`src/cps_pkg.sv`:
```
package cps_pkg;

   // Register indexes inside sector 0; byte address on APB is four times these
   localparam logic [3:0] IDX_PORT0   = 4'h0;
   localparam logic [3:0] IDX_PTR0    = 4'h1;
   localparam logic [3:0] IDX_PORT1   = 4'h2;
   localparam logic [3:0] IDX_P1LO    = 4'h3;
   localparam logic [3:0] IDX_P1SEC   = 4'h4;
   localparam logic [3:0] IDX_ACC     = 4'h5;
   localparam logic [3:0] IDX_PCLO    = 4'h6;
   localparam logic [3:0] IDX_TBLO    = 4'h7;
   localparam logic [3:0] IDX_TBHL    = 4'h8;
   localparam logic [3:0] IDX_TBHI    = 4'h9;
   localparam logic [3:0] IDX_FLAGS   = 4'ha;
   localparam logic [3:0] IDX_GAP     = 4'hb;
   localparam logic [3:0] IDX_PORT2   = 4'hc;
   localparam logic [3:0] IDX_P2LO    = 4'hd;
   localparam logic [3:0] IDX_P2SEC   = 4'he;
   localparam logic [3:0] IDX_FOREIGN = 4'hf;

   // Flag bit positions in core_condition_flags
   localparam int FLG_C  = 0;
   localparam int FLG_AC = 1;
   localparam int FLG_Z  = 2;
   localparam int FLG_OV = 3;
   localparam int FLG_PD = 4;
   localparam int FLG_TO = 5;
   localparam int FLG_CZ = 6;
   localparam int FLG_SC = 7;

   // Bits an instruction write may change
   localparam logic [7:0] FLAGS_WR_MASK = 8'hcf;
   localparam logic [7:0] FLAGS_RESET   = 8'h00;
   localparam logic [7:0] PTR_RESET     = 8'h00;
   localparam logic [7:0] ZERO_BYTE     = 8'h00;

   typedef enum logic [3:0] {
      CPS_ADD, CPS_ADC, CPS_SUB, CPS_SBC, CPS_AND, CPS_OR, CPS_XOR,
      CPS_RLC, CPS_RRC, CPS_MOV
   } cps_alu_e;

   typedef enum logic {
      TBL_IDLE, TBL_WAIT
   } cps_tbl_e;

endpackage : cps_pkg

```
`src/cps_flag_unit.sv`:
```
`timescale 1ns/100ps
`default_nettype none
module cps_flag_unit
   import cps_pkg::*;
(
   // Operation
   input  wire cps_alu_e   op,
   input  wire logic [7:0] a,
   input  wire logic [7:0] b,
   input  wire logic       c_in,
   // Result and flags
   output logic [7:0]      result,
   output logic            c_out,
   output logic            ac_out,
   output logic            z_out,
   output logic            ov_out,
   output logic            sc_out,
   output logic            upd_arith,
   output logic            upd_c,
   output logic            upd_z
);

   // Subtraction is a + ~b + carry, so carry out means no borrow
   wire       is_sub  = (op == CPS_SUB) || (op == CPS_SBC);
   wire       is_ar   = is_sub || (op == CPS_ADD) || (op == CPS_ADC);
   wire [7:0] b_eff   = is_sub ? ~b : b;
   wire       cin_eff = (op == CPS_SUB) ? 1'b1 :
                        ((op == CPS_ADC) || (op == CPS_SBC)) ? c_in : 1'b0;
   wire [8:0] sum9    = {1'b0, a} + {1'b0, b_eff} + {8'h00, cin_eff};
   wire [4:0] sum5    = {1'b0, a[3:0]} + {1'b0, b_eff[3:0]} + {4'h0, cin_eff};
   wire [7:0] sum7    = {1'b0, a[6:0]} + {1'b0, b_eff[6:0]} + {7'h00, cin_eff};

   always_comb
   begin
      result = sum9[7:0];
      c_out  = sum9[8];
      case (op)
         CPS_AND: result = a & b;
         CPS_OR:  result = a | b;
         CPS_XOR: result = a ^ b;
         CPS_MOV: result = b;
         CPS_RLC:
         begin
            result = {a[6:0], c_in};
            c_out  = a[7];
         end
         CPS_RRC:
         begin
            result = {c_in, a[7:1]};
            c_out  = a[0];
         end
         default: result = sum9[7:0];
      endcase
   end

   assign ac_out    = sum5[4];
   assign ov_out    = sum7[7] ^ sum9[8];
   assign sc_out    = ov_out ^ result[7];
   assign z_out     = (result == 8'h00);
   assign upd_arith = is_ar;
   assign upd_c     = is_ar || (op == CPS_RLC) || (op == CPS_RRC);
   assign upd_z     = !((op == CPS_RLC) || (op == CPS_RRC));

endmodule : cps_flag_unit
`default_nettype wire

```
`src/cps_core_regs.sv`:
```
`timescale 1ns/100ps
`default_nettype none
module cps_core_regs
   import cps_pkg::*;
#(
   parameter int AW     = 11,
   parameter int PC_W   = 13,
   parameter int APB_AW = 8
)
(
   // Clock and reset
   input  wire logic              clk,
   input  wire logic              reset,
   // APB register slave
   input  wire logic              psel,
   input  wire logic              penable,
   input  wire logic              pwrite,
   input  wire logic [APB_AW-1:0] paddr,
   input  wire logic [31:0]       pwdata,
   output logic      [31:0]       prdata,
   output logic                   pready,
   // Instruction data access
   input  wire logic              ins_valid,
   input  wire logic              ins_write,
   input  wire logic [AW-1:0]     ins_addr,
   // ALU operation
   input  wire logic              alu_go,
   input  wire cps_alu_e          alu_op,
   input  wire logic [7:0]        alu_operand,
   // Data memory
   output logic                   dm_en,
   output logic                   dm_we,
   output logic      [AW-1:0]     dm_addr,
   output logic      [7:0]        dm_wdata,
   input  wire logic [7:0]        dm_rdata,
   // Program counter
   input  wire logic [PC_W-1:0]   pc_now,
   output logic                   pc_load,
   output logic      [PC_W-1:0]   pc_load_addr,
   output logic                   pc_dummy,
   // Table read
   input  wire logic              tbl_go,
   input  wire logic [AW-1:0]     tbl_dest,
   output logic                   prog_req,
   output logic      [PC_W-1:0]   prog_addr,
   input  wire logic              prog_ack,
   input  wire logic [15:0]       prog_data,
   // System events
   input  wire logic              wdt_timeout,
   input  wire logic              watchdog_kick_instr,
   input  wire logic              halt_instr,
   // State view
   output logic      [7:0]        acc,
   output logic      [7:0]        core_condition_flags
);

   logic [7:0]      sector0_pointer;
   logic [7:0]      ptr1_low_byte;
   logic [7:0]      ptr1_sector_byte;
   logic [7:0]      ptr2_low_byte;
   logic [7:0]      ptr2_sector_byte;
   logic [7:0]      table_ptr_low;
   logic [7:0]      table_ptr_high;
   logic [7:0]      table_high_latch;
   logic [AW-1:0]   tbl_dest_eff;
   logic            dm_pend;
   cps_tbl_e        tbl_state;
   logic [7:0]      next_acc;
   logic [7:0]      next_flags;
   logic [7:0]      sfr_view [16];

   function automatic logic cps_in_sfr(input logic [AW-1:0] a);
      return (a[AW-1:4] == '0);
   endfunction : cps_in_sfr

   // Registers of this block; the last slot belongs to another block
   function automatic logic cps_is_own(input logic [AW-1:0] a);
      return cps_in_sfr(a) && (a[3:0] != IDX_GAP) && (a[3:0] != IDX_FOREIGN);
   endfunction : cps_is_own

   function automatic logic cps_is_port(input logic [3:0] idx);
      return (idx == IDX_PORT0) || (idx == IDX_PORT1) || (idx == IDX_PORT2);
   endfunction : cps_is_port

   // Upper address bits select the sector, the low byte the location
   function automatic logic [AW-1:0] cps_resolve(input logic [AW-1:0] a);
      logic [AW-1:0] r;
      r = a;
      if (cps_in_sfr(a))
      begin
         case (a[3:0])
            IDX_PORT0: r = {{(AW-8){1'b0}}, sector0_pointer};
            IDX_PORT1: r = {ptr1_sector_byte[AW-9:0], ptr1_low_byte};
            IDX_PORT2: r = {ptr2_sector_byte[AW-9:0], ptr2_low_byte};
            default:   r = a;
         endcase
      end
      return r;
   endfunction : cps_resolve

   // Ports have no storage and read as zero
   always_comb
   begin
      for (int i = 0; i < 16; i++)
         sfr_view[i] = ZERO_BYTE;
      sfr_view[IDX_PTR0]  = sector0_pointer;
      sfr_view[IDX_P1LO]  = ptr1_low_byte;
      sfr_view[IDX_P1SEC] = ptr1_sector_byte;
      sfr_view[IDX_ACC]   = acc;
      sfr_view[IDX_PCLO]  = pc_now[7:0];
      sfr_view[IDX_TBLO]  = table_ptr_low;
      sfr_view[IDX_TBHL]  = table_high_latch;
      sfr_view[IDX_TBHI]  = table_ptr_high;
      sfr_view[IDX_FLAGS] = core_condition_flags;
      sfr_view[IDX_P2LO]  = ptr2_low_byte;
      sfr_view[IDX_P2SEC] = ptr2_sector_byte;
   end

   // APB decode; reads answer one cycle into the access phase
   wire [3:0]    apb_idx    = paddr[5:2];
   wire          apb_hit    = (paddr[APB_AW-1:6] == '0) && (paddr[1:0] == 2'b00);
   wire          apb_access = psel && penable;
   wire          apb_we     = apb_access && pready && pwrite && apb_hit;

   // Instruction address after pointer redirection
   // A process, not an assign: the function also reads the pointers
   logic [AW-1:0] ins_eff;
   always_comb
   begin
      ins_eff = cps_resolve(ins_addr);
   end
   wire          ins_own    = cps_is_own(ins_eff);
   wire          tbl_done   = (tbl_state == TBL_WAIT) && prog_ack;

   // One write path for instruction stores and table low bytes
   wire          wr_go      = tbl_done || (ins_valid && ins_write);
   wire [AW-1:0] wr_addr    = tbl_done ? tbl_dest_eff : ins_eff;
   wire [7:0]    wr_data    = tbl_done ? prog_data[7:0] : acc;
   wire          wr_own     = wr_go && cps_is_own(wr_addr);
   wire          rd_own     = ins_valid && !ins_write && ins_own;
   wire          rd_mem     = ins_valid && !ins_write && !ins_own;

   // Instruction side wins a same-cycle collision with APB
   wire          sel_we     = wr_own || apb_we;
   wire [3:0]    sel_idx    = wr_own ? wr_addr[3:0] : apb_idx;
   wire [7:0]    sel_data   = wr_own ? wr_data : pwdata[7:0];
   wire          sel_ok     = sel_we && !cps_is_port(sel_idx);

   wire [7:0]    fu_result;
   wire          fu_c;
   wire          fu_ac;
   wire          fu_z;
   wire          fu_ov;
   wire          fu_sc;
   wire          fu_upd_arith;
   wire          fu_upd_c;
   wire          fu_upd_z;

   cps_flag_unit i_cps_flag_unit
   (
      .op        (alu_op),
      .a         (acc),
      .b         (alu_operand),
      .c_in      (core_condition_flags[FLG_C]),
      .result    (fu_result),
      .c_out     (fu_c),
      .ac_out    (fu_ac),
      .z_out     (fu_z),
      .ov_out    (fu_ov),
      .sc_out    (fu_sc),
      .upd_arith (fu_upd_arith),
      .upd_c     (fu_upd_c),
      .upd_z     (fu_upd_z)
   );

   // Accumulator sources
   always_comb
   begin
      next_acc = acc;
      if (dm_pend)
         next_acc = dm_rdata;
      else if (alu_go)
         next_acc = fu_result;
      else if (rd_own)
         next_acc = sfr_view[ins_eff[3:0]];
      else if (sel_ok && sel_idx == IDX_ACC)
         next_acc = sel_data;
   end

   // Flags land on the same edge as the result
   always_comb
   begin
      next_flags = core_condition_flags;
      if (sel_ok && sel_idx == IDX_FLAGS)
         next_flags = (core_condition_flags & ~FLAGS_WR_MASK)
                    | (sel_data & FLAGS_WR_MASK);
      if (alu_go)
      begin
         if (fu_upd_c)
            next_flags[FLG_C] = fu_c;
         if (fu_upd_z)
            next_flags[FLG_Z] = fu_z;
         if (fu_upd_arith)
         begin
            next_flags[FLG_AC] = fu_ac;
            next_flags[FLG_OV] = fu_ov;
            next_flags[FLG_SC] = fu_sc;
         end
         if (alu_op == CPS_SUB)
            next_flags[FLG_CZ] = fu_z;
         else if (alu_op == CPS_SBC)
            next_flags[FLG_CZ] = core_condition_flags[FLG_CZ] & fu_z;
      end
      // Hardware set wins over a same-cycle clear
      if (wdt_timeout)
         next_flags[FLG_TO] = 1'b1;
      else if (watchdog_kick_instr || halt_instr)
         next_flags[FLG_TO] = 1'b0;
      if (halt_instr)
         next_flags[FLG_PD] = 1'b1;
      else if (watchdog_kick_instr)
         next_flags[FLG_PD] = 1'b0;
   end

   // No path to any stack exists here, so software must save the flags
   always_ff @(posedge clk)
   begin
      if (reset)
      begin
         acc                  <= ZERO_BYTE;
         core_condition_flags <= FLAGS_RESET;
      end
      else
      begin
         acc                  <= next_acc;
         core_condition_flags <= next_flags;
      end
   end

   always_ff @(posedge clk)
   begin
      if (reset)
      begin
         sector0_pointer  <= PTR_RESET;
         ptr1_low_byte    <= PTR_RESET;
         ptr1_sector_byte <= PTR_RESET;
         ptr2_low_byte    <= PTR_RESET;
         ptr2_sector_byte <= PTR_RESET;
         table_ptr_low    <= PTR_RESET;
         table_ptr_high   <= PTR_RESET;
      end
      else if (sel_ok)
      begin
         case (sel_idx)
            IDX_PTR0:  sector0_pointer  <= sel_data;
            IDX_P1LO:  ptr1_low_byte    <= sel_data;
            IDX_P1SEC: ptr1_sector_byte <= sel_data;
            IDX_P2LO:  ptr2_low_byte    <= sel_data;
            IDX_P2SEC: ptr2_sector_byte <= sel_data;
            IDX_TBLO:  table_ptr_low    <= sel_data;
            IDX_TBHI:  table_ptr_high   <= sel_data;
            default:   sector0_pointer  <= sector0_pointer;
         endcase
      end
   end

   // Eight-bit write keeps the current page
   always_ff @(posedge clk)
   begin
      if (reset)
      begin
         pc_load      <= 1'b0;
         pc_load_addr <= '0;
         pc_dummy     <= 1'b0;
      end
      else
      begin
         pc_load  <= sel_ok && (sel_idx == IDX_PCLO);
         pc_dummy <= pc_load;
         if (sel_ok && sel_idx == IDX_PCLO)
            pc_load_addr <= {pc_now[PC_W-1:8], sel_data};
      end
   end

   // Table read: one fetch outstanding at a time
   always_ff @(posedge clk)
   begin
      if (reset)
      begin
         tbl_state        <= TBL_IDLE;
         prog_req         <= 1'b0;
         prog_addr        <= '0;
         tbl_dest_eff     <= '0;
         table_high_latch <= ZERO_BYTE;
      end
      else
      begin
         prog_req <= 1'b0;
         case (tbl_state)
            TBL_IDLE:
               if (tbl_go)
               begin
                  prog_req     <= 1'b1;
                  prog_addr    <= PC_W'({table_ptr_high, table_ptr_low});
                  tbl_dest_eff <= cps_resolve(tbl_dest);
                  tbl_state    <= TBL_WAIT;
               end
            TBL_WAIT:
               if (prog_ack)
               begin
                  table_high_latch <= prog_data[15:8];
                  tbl_state        <= TBL_IDLE;
               end
            default: tbl_state <= TBL_IDLE;
         endcase
      end
   end

   // Data memory port, registered
   always_ff @(posedge clk)
   begin
      if (reset)
      begin
         dm_en    <= 1'b0;
         dm_we    <= 1'b0;
         dm_addr  <= '0;
         dm_wdata <= ZERO_BYTE;
         dm_pend  <= 1'b0;
      end
      else
      begin
         dm_en   <= rd_mem || (wr_go && !wr_own);
         dm_we   <= wr_go && !wr_own;
         dm_pend <= rd_mem && !wr_go;
         if (wr_go && !wr_own)
         begin
            dm_addr  <= wr_addr;
            dm_wdata <= wr_data;
         end
         else if (rd_mem)
            dm_addr <= ins_eff;
      end
   end

   // APB answer; unmapped addresses read zero and ignore writes
   always_ff @(posedge clk)
   begin
      if (reset)
      begin
         pready <= 1'b0;
         prdata <= '0;
      end
      else
      begin
         pready <= apb_access && !pready;
         if (apb_access && !pready)
            prdata <= {24'h000000, apb_hit ? sfr_view[apb_idx] : ZERO_BYTE};
      end
   end
endmodule : cps_core_regs
`default_nettype wire

```
`config.mk`:
```
export PLATFORM = sky130hd
export DESIGN_NAME = cps_core_regs
export DESIGN_NICKNAME = d
export VERILOG_FILES = /design/src/cps_pkg.sv /design/src/cps_flag_unit.sv /design/src/cps_core_regs.sv
export SDC_FILE = /design/constraint.sdc
export NUM_CORES = 1
export LEC_CHECK = 0
export ABC_AREA = 1
export ABC_CLOCK_PERIOD_IN_PS = 4400
export BUFFER_PORTS_ARGS = -buffer_cell sky130_fd_sc_hd__buf_2
export CAP_MARGIN = 20
export CORE_MARGIN = 5
export CORE_UTILIZATION = 40
export DETAILED_ROUTE_END_ITERATION = 12
export GPL_TIMING_DRIVEN = 0
export PLACE_DENSITY = 0.73
export SLEW_MARGIN = 5
export SYNTH_ARGS = -nofsm -noshare
export SYNTH_HDL_FRONTEND = slang
export SYNTH_SLANG_ARGS = --single-unit
```
`constraint.sdc`:
```
create_clock -name clk -period 4.4 [get_ports clk]
set_input_delay 0.22 -clock clk [delete_from_list [all_inputs] [get_ports clk]]
set_output_delay 0.22 -clock clk [all_outputs]
set_load 0.1 [all_outputs]
```
==> Word level (Yosys, flattened, before mapping) <==
Cells that the tools add are included.
{ "totals": {"ff_bits": 152, "in_bits": 124} }
{ "classes": {"n_eq_ne": 29, "magnitude_cmp": 2, "reduce_logical": 66, "n_bitwise": 11, "add_sub_neg": 6, "muxes": 43} }
{ "op_table": {"columns": ["cell", "n"], "rows": [
  ["8-bit two-way mux", 13],
  ["11-bit one-hot mux with 3 select lines", 2],
  ["8-bit binary-select mux with 4-bit select", 2],
  ["11-bit two-way mux", 5],
  ["8-bit one-hot mux with 6 select lines", 1],
  ["4-bit == test, second input constant", 9],
  ["4-bit by 3-bit == test with 1-bit output, second input constant", 8],
  ["7-bit zero test", 4],
  ["4-bit by 2-bit == test with 1-bit output, second input constant", 6],
  ["1-bit logical AND", 22],
  ["2-bit AND reduction", 9],
  ["4-bit zero test", 4],
  ["4-bit inequality test, second input constant", 4],
  ["1-bit two-way mux", 15],
  ["1-bit logical OR", 13],
  ["5-bit greater-or-equal comparator, second input constant", 2],
  ["4-bit inverter with 5-bit output", 2],
  ["8-bit by 8-bit adder with 9-bit output", 1],
  ["9-bit by 1-bit adder with 9-bit output", 1],
  ["7-bit by 7-bit adder with 8-bit output", 1],
  ["8-bit by 1-bit adder with 8-bit output", 1],
  ["8-bit bitwise AND", 1],
  ["4-bit by 1-bit == test with 1-bit output, second input constant", 2],
  ["8-bit zero test", 1],
  ["other kinds (18)", 28]
]} }

==> Depth between registers and ports, before layout <==
{ "logic_depth": {"depth_word": 19, "mapped_depth": 25} }

==> Cells and area by module <==
A second synthesis with hierarchy kept.
{ "unflattened": {"hier_cells": 1670, "area_unflattened_um2": 10437.5} }
{ "modules_own_cells": {"columns": ["module", "cells_each", "instances", "area_per_inst_um2"], "rows": [
  ["cps_core_regs", 1416, 1, 9043.7],
  ["cps_flag_unit", 254, 1, 1393.8]
]} }

==> Worst setup path after synthesis <==
No wires, ideal clock.
{ "synth_timing": {"path_type": "register to register", "startpoint": "register acc[0]", "endpoint": "register core_condition_flags[7]", "setup_slack_ns": 0.916, "synth_period_minus_slack_ns": 3.484, "required_time_ns": 4.330, "t_arrival_ns": 3.414, "path_stages_with_launch": 21, "cell_sequence": "dfxtp_1 > inv_1 > fa_1 > fa_1 > inv_1 > nand2_1 > nand2_1 > a21oi_1 > nor2_1 > nor2_1 > nor2_1 > nor2_1 > nor2_1 > inv_1 > nand2_1 > a21oi_1 > xnor2_1 > nor2_1 > a21oi_1 > o21ai_0 > a21oi_1"} }
{ "synth_via": {"elab_chain_len": 6, "elab_cells_between_ends": 9, "classes_between": "add/sub: 4; mux: 3; bitwise: 2"} }
{ "synth_rtl": {"columns": ["item", "line", "rtl"], "rows": [
  ["start, declared", "cps_core_regs.sv:53", "output logic [7:0] acc,"],
  ["start signal, assigned", "cps_core_regs.sv:235", "acc <= next_acc;"],
  ["8-bit by 8-bit adder with 9-bit output or 7-bit by 7-bit adder with 8-bit output (tied branches)", "cps_flag_unit.sv:29, cps_flag_unit.sv:31", null],
  ["9-bit by 1-bit adder with 9-bit output or 8-bit by 1-bit adder with 8-bit output (tied branches)", "cps_flag_unit.sv:29, cps_flag_unit.sv:31", null],
  ["8-bit one-hot mux with 6 select lines or 1-bit bitwise XOR (tied branches)", "cps_flag_unit.sv:37, cps_flag_unit.sv:57", null],
  ["1-bit bitwise XOR (*)", "cps_flag_unit.sv:58", "assign sc_out = ov_out ^ result[7];"],
  ["1-bit two-way mux (*)", "cps_core_regs.sv:203", "if (fu_upd_arith)"],
  ["2-bit two-way mux (*)", "cps_core_regs.sv:197", "if (alu_go)"],
  ["end signal, assigned", "cps_core_regs.sv:236", "core_condition_flags <= next_flags;"],
  ["end, declared", "cps_core_regs.sv:54", "output logic [7:0] core_condition_flags"]
]} }
Mark *: on every way between the ends. The rest lies on a longest branch, timed or not.
A chain may end at the register's enable or synchronous reset.

==> Final worst setup path <==
{ "layout_timing": {"startpoint": "register tbl_state", "endpoint": "register acc[0]"} }
{ "layout_via": {"elab_chain_len": 14, "elab_cells_between_ends": 27, "classes_between": "eq/ne: 5; mux: 8; reduce/logical: 14"} }
{ "layout_rtl": {"columns": ["item", "line", "rtl"], "rows": [
  ["start, declared", "cps_core_regs.sv:67", "cps_tbl_e tbl_state;"],
  ["start signal, assigned", "cps_core_regs.sv:290", "tbl_state <= TBL_IDLE;"],
  ["start signal, assigned", "cps_core_regs.sv:306", "tbl_state <= TBL_WAIT;"],
  ["start signal, assigned", "cps_core_regs.sv:312", "tbl_state <= TBL_IDLE;"],
  ["1-bit logical AND (*)", "cps_core_regs.sv:133", "wire tbl_done = (tbl_state == TBL_WAIT) && prog_ack;"],
  ["11-bit two-way mux", "cps_core_regs.sv:137", "wire [AW-1:0] wr_addr = tbl_done ? tbl_dest_eff : ins_eff;"],
  ["4-bit inequality test or 7-bit zero test (tied branches)", "cps_core_regs.sv:78, cps_core_regs.sv:73", null],
  ["1-bit logical AND (2 in a row)", "cps_core_regs.sv:78", "return cps_in_sfr(a) && (a[3:0] != IDX_GAP) && (a[3:0] != IDX_FOREIGN);"],
  ["1-bit logical AND", "cps_core_regs.sv:139", "wire wr_own = wr_go && cps_is_own(wr_addr);"],
  ["4-bit two-way mux", "cps_core_regs.sv:145", "wire [3:0] sel_idx = wr_own ? wr_addr[3:0] : apb_idx;"],
  ["4-bit by 2-bit == test with 1-bit output or 4-bit zero test (tied branches)", "cps_core_regs.sv:82", "return (idx == IDX_PORT0) || (idx == IDX_PORT1) || (idx == IDX_PORT2);"],
  ["1-bit logical OR (2 in a row)", "cps_core_regs.sv:82", null],
  ["1-bit zero test", "cps_core_regs.sv:147", "wire sel_ok = sel_we && !cps_is_port(sel_idx);"],
  ["1-bit logical AND", "cps_core_regs.sv:147", null],
  ["1-bit logical AND", "cps_core_regs.sv:186", "else if (sel_ok && sel_idx == IDX_ACC)"],
  ["4-bit nonzero test (no line)", null, null]
]} }
Mark *: on every way between the ends. The rest lies on a longest branch, timed or not. The select of a mux whose other input is x is not followed.

==> impl_metrics.py <==
metrics = {
    "die": {
        "coreArea_um2": 25000,
        "start_util": 0.402,
        "ios": 223,
        "die-area_um2": 28400,
        "die_w_um": 168,
        "core.rowCount": 58,
        "die_h_um": 168,
    },
    "cts": {
        "ctsLongestPathBuffers": 2,
        "clk-insertion-delay-late_ns": 0.44,
        "clkTransAtPathRegs_ns": 0.07,
        "post_cts_buffers": 0,
        "cts_sinks": 152,
        "cts_tree": "yes",
        "cts_made_buffers": 17,
        "root_buffer": "clkbuf_16",
        "cts_htree_levels": 4,
    },
    "global_route": {
        "grt_pass1_wl_um": 66000,
        "grt_pass1_vias": 10668,
        "grt_start_max_net_pins": 17,
        "grt_remaining_overflow": 0,
        "antenna_found_initial": 3,
        "grt_usage": 0.305,
    },
    "layout": {
        "fillers": 2639,
        "final_common_cell": "nand2_1",
        "layout_common_cells": "nand2_1, nor2_1, buf_2",
        "syn_to_final_growth_pct": 20.2,
        "stdcell_area_um2": 12100,
        "nNetsFinal": 1900,
        "drive_gt1_frac": 0.184,
    },
    "timing": {
        "min_period_over_period": 0.903,
        "skew_ns": 0.0123,
        "tightest_slew_ns": 1.08,
        "timing.fmax_mhz": 252,
        "setup_viol": 0,
        "slew_headroom": 0.281,
        "fin_tns_setup_ns": 0,
        "rsz0062_at_grt": "false",
        "post-route-min-period_ns": 3.97,
        "slew_viol_final": 0,
        "hold_viol_final": 0,
    },
    "detailed_routing": {
        "initialDrtViolationCount": 1440,
        "vias": 11695,
        "drc": 0,
        "routed_wl_um": 44800,
        "wl_per_cell_um": 21.4,
        "ant_nets": 0,
        "firstDrtPassIters": 6,
        "viasPerCell": 5.58,
    },
    "setup_path": {
        "r2r_slack_ns": 0.43,
        "cp.arrival_ns": 4.30,
        "crit_type": "register to register",
        "r2r_end": "acc[0]",
        "crit_path_end": "acc[0]",
        "crit_fanout": 10,
        "crit_path_start": "tbl_state",
        "worstReg2RegStart": "tbl_state",
        "crit_required_ns": 4.73,
        "worstSetupStartpointType": "register",
        "r2r_cells": 16,
        "cp-end-kind": "register",
    },
    "place": {
        "place_area_um2": 11400,
        "hpwl_um": 35400,
        "gp_congestion": 1.02,
        "io_buffers": 171,
    },
    "synthesis": {
        "ys_warn_count": 0,
        "post_synth_num_cell_types": 53,
        "syn_inst": 1535,
        "ys_seq_area_frac": 0.303,
        "synthArstFlopShare": 0,
        "synth_seq_cells": 152,
        "synth_edf_count": 0,
        "synthFlopType": "dfxtp_1",
        "synthesis.area_um2": 10000,
        "avgSynthCellArea_um2": 6.54,
    },
    "hold_path": {
        "hold_path_class": "input port to register",
    },
    "power_and_ir_drop": {
        "p_total_w": 0.00423,
        "max-vdd-ir-drop_v": 0.000200,
        "leakagePower_nw": 5.42,
        "p_per_area_nw_per_um2": 351,
    },
    "flow_run": {
        "max_cap_viol_count": 0,
    },
    "outcome": {
        "status": "finished clean",
    },
}
==> how the worst min path moves through the flow <==
stage          slack, ns  cells past startpoint                 endpoint        start
2_1_floorplan       0.34                      2  core_condition_flags[5]  wdt_timeout
3_3_place_gp        0.41                      2                 pc_dummy      pc_load
5_1_grt             0.02                      3         pc_load_addr[12]   pc_now[12]
3_5_place_dp        0.42                      2                 pc_dummy      pc_load
6_report           0.002                      3         pc_load_addr[12]   pc_now[12]
4_1_cts           0.0001                      3         pc_load_addr[12]   pc_now[12]
==> power by group <==
| part | internal, W | total [W] | switching (W) |
|---|---|---|---|
| Sequential | 0.00143 | 0.00147 | 0.0000469 |
| Combinational | 0.000249 | 0.00112 | 0.000875 |
| Clock | 0.000935 | 0.00164 | 0.000700 |
==> per-layer routing <==
metal / track usage / up-vias / wire length [µm]
met5: 0 / - / 20
met4: 0.120 / 2 / 1860
met3: 0.0654 / 108 / 4230
met2: 0.466 / 662 / 19300
met1: 0.421 / 5392 / 19400
li1: - / 5531 / -
==> critical path, stage by stage (launching register included) <==
cell and delay [ns]:
dfxtp_1 0.35, nand2_1 0.14, buf_1 0.27, or2_2 0.33
nand2_1 0.14, nand2_1 0.08, nor2_2 0.16, nand4_4 0.30
buf_6 0.27, o21ai_0 0.67, inv_1 0.54, o21ai_1 0.29
nand2_1 0.10, nand2_1 0.07, nand2_1 0.05, nor2_1 0.08
nor2_1 0.05
==> cells by family after synthesis <==
group                    after synthesis  share of synthesized area
flip-flops                           152                      0.303
AND/OR/NAND/NOR                      706                      0.307
XOR/XNOR                               9                    0.00785
buffers and inverters                265                      0.117
adder cells (fa/ha/maj)               25                     0.0326
AO/OA/AOI/OAI                        377                      0.233
other                                  1                   0.000373
==> synth_stat cells, types with 3 or more instances <==
master,number,share of area
buf_1,4,0.0015
a21oi_1,87,0.043
a211oi_2,14,0.017
nor2_2,8,0.0050
buf_4,29,0.022
o21ai_0,145,0.072
o21ai_2,6,0.0052
nor2_4,7,0.0078
dfxtp_1,152,0.30
o221ai_1,3,0.0026
ha_1,23,0.029
nand4_1,11,0.0069
or2_2,5,0.0031
o21ai_4,4,0.0065
nor4_1,4,0.0025
nand2_1,298,0.11
o21a_1,6,0.0045
clkinv_1,5,0.0019
clkbuf_1,51,0.019
xor2_1,8,0.0070
nor2_1,210,0.078
a221oi_1,7,0.0061
nor3_2,3,0.0030
buf_6,8,0.0090
nand2_2,10,0.0062
buf_2,8,0.0040
inv_2,11,0.0041
a31oi_1,11,0.0069
o22ai_1,18,0.011
inv_1,148,0.055
o211ai_1,35,0.026
o21ai_1,5,0.0025
nand2_4,3,0.0034
nand3_1,130,0.065
nor3_1,8,0.0040
o2111ai_1,3,0.0026
a211oi_1,25,0.019
==> state kept, by name, indices dropped and copies added (netlist names), 8 cells and up <==
signal	count
acc	8
core_condition_flags	8
dm_addr	11
dm_wdata	8
pc_load_addr	13
prdata	8
prog_addr	13
ptr1_low_byte	8
ptr1_sector_byte	8
ptr2_low_byte	8
ptr2_sector_byte	8
sector0_pointer	8
table_high_latch	8
table_ptr_high	8
table_ptr_low	8
tbl_dest_eff	11
==> final cells by class <==
type                    instances  area (µm²)  share of cell area
flip-flops and latches        152        3040               0.252
repair buffers                174         886              0.0734
clock inverters                14         200              0.0166
diodes                          2        5.00            0.000414
plain buffers                 100         554              0.0459
well taps                     330         413              0.0342
multi-input cells            1141        5910               0.490
inverters                     165         622              0.0515
clock buffers                  18         439              0.0364
==> repair_timing <==
item	CTS	global route
hold buffers	3	0
endpoints found under the setup margin	0	0
resized for setup	0	0
endpoints found under the hold margin	3	0
==> metrics by stage <==
| step | hold WS [ns] | worst slack, ns | util | instances |
|---|---|---|---|---|
| 2_1_floorplan | 0.338 | 0.916 | - | 1558 |
| 3_5_place_dp | 0.423 | 0.292 | 0.457 | 2059 |
| 5_1_grt | 0.0243 | 0.277 | 0.484 | 2096 |
| 4_1_cts | 0.000124 | 0.585 | 0.484 | 2094 |
| 6_report | 0.00248 | 0.428 | 0.484 | 2096 |
| 3_3_place_gp | 0.412 | 0.308 | 0.457 | 2059 |
(Power assumes the default switching activity.)
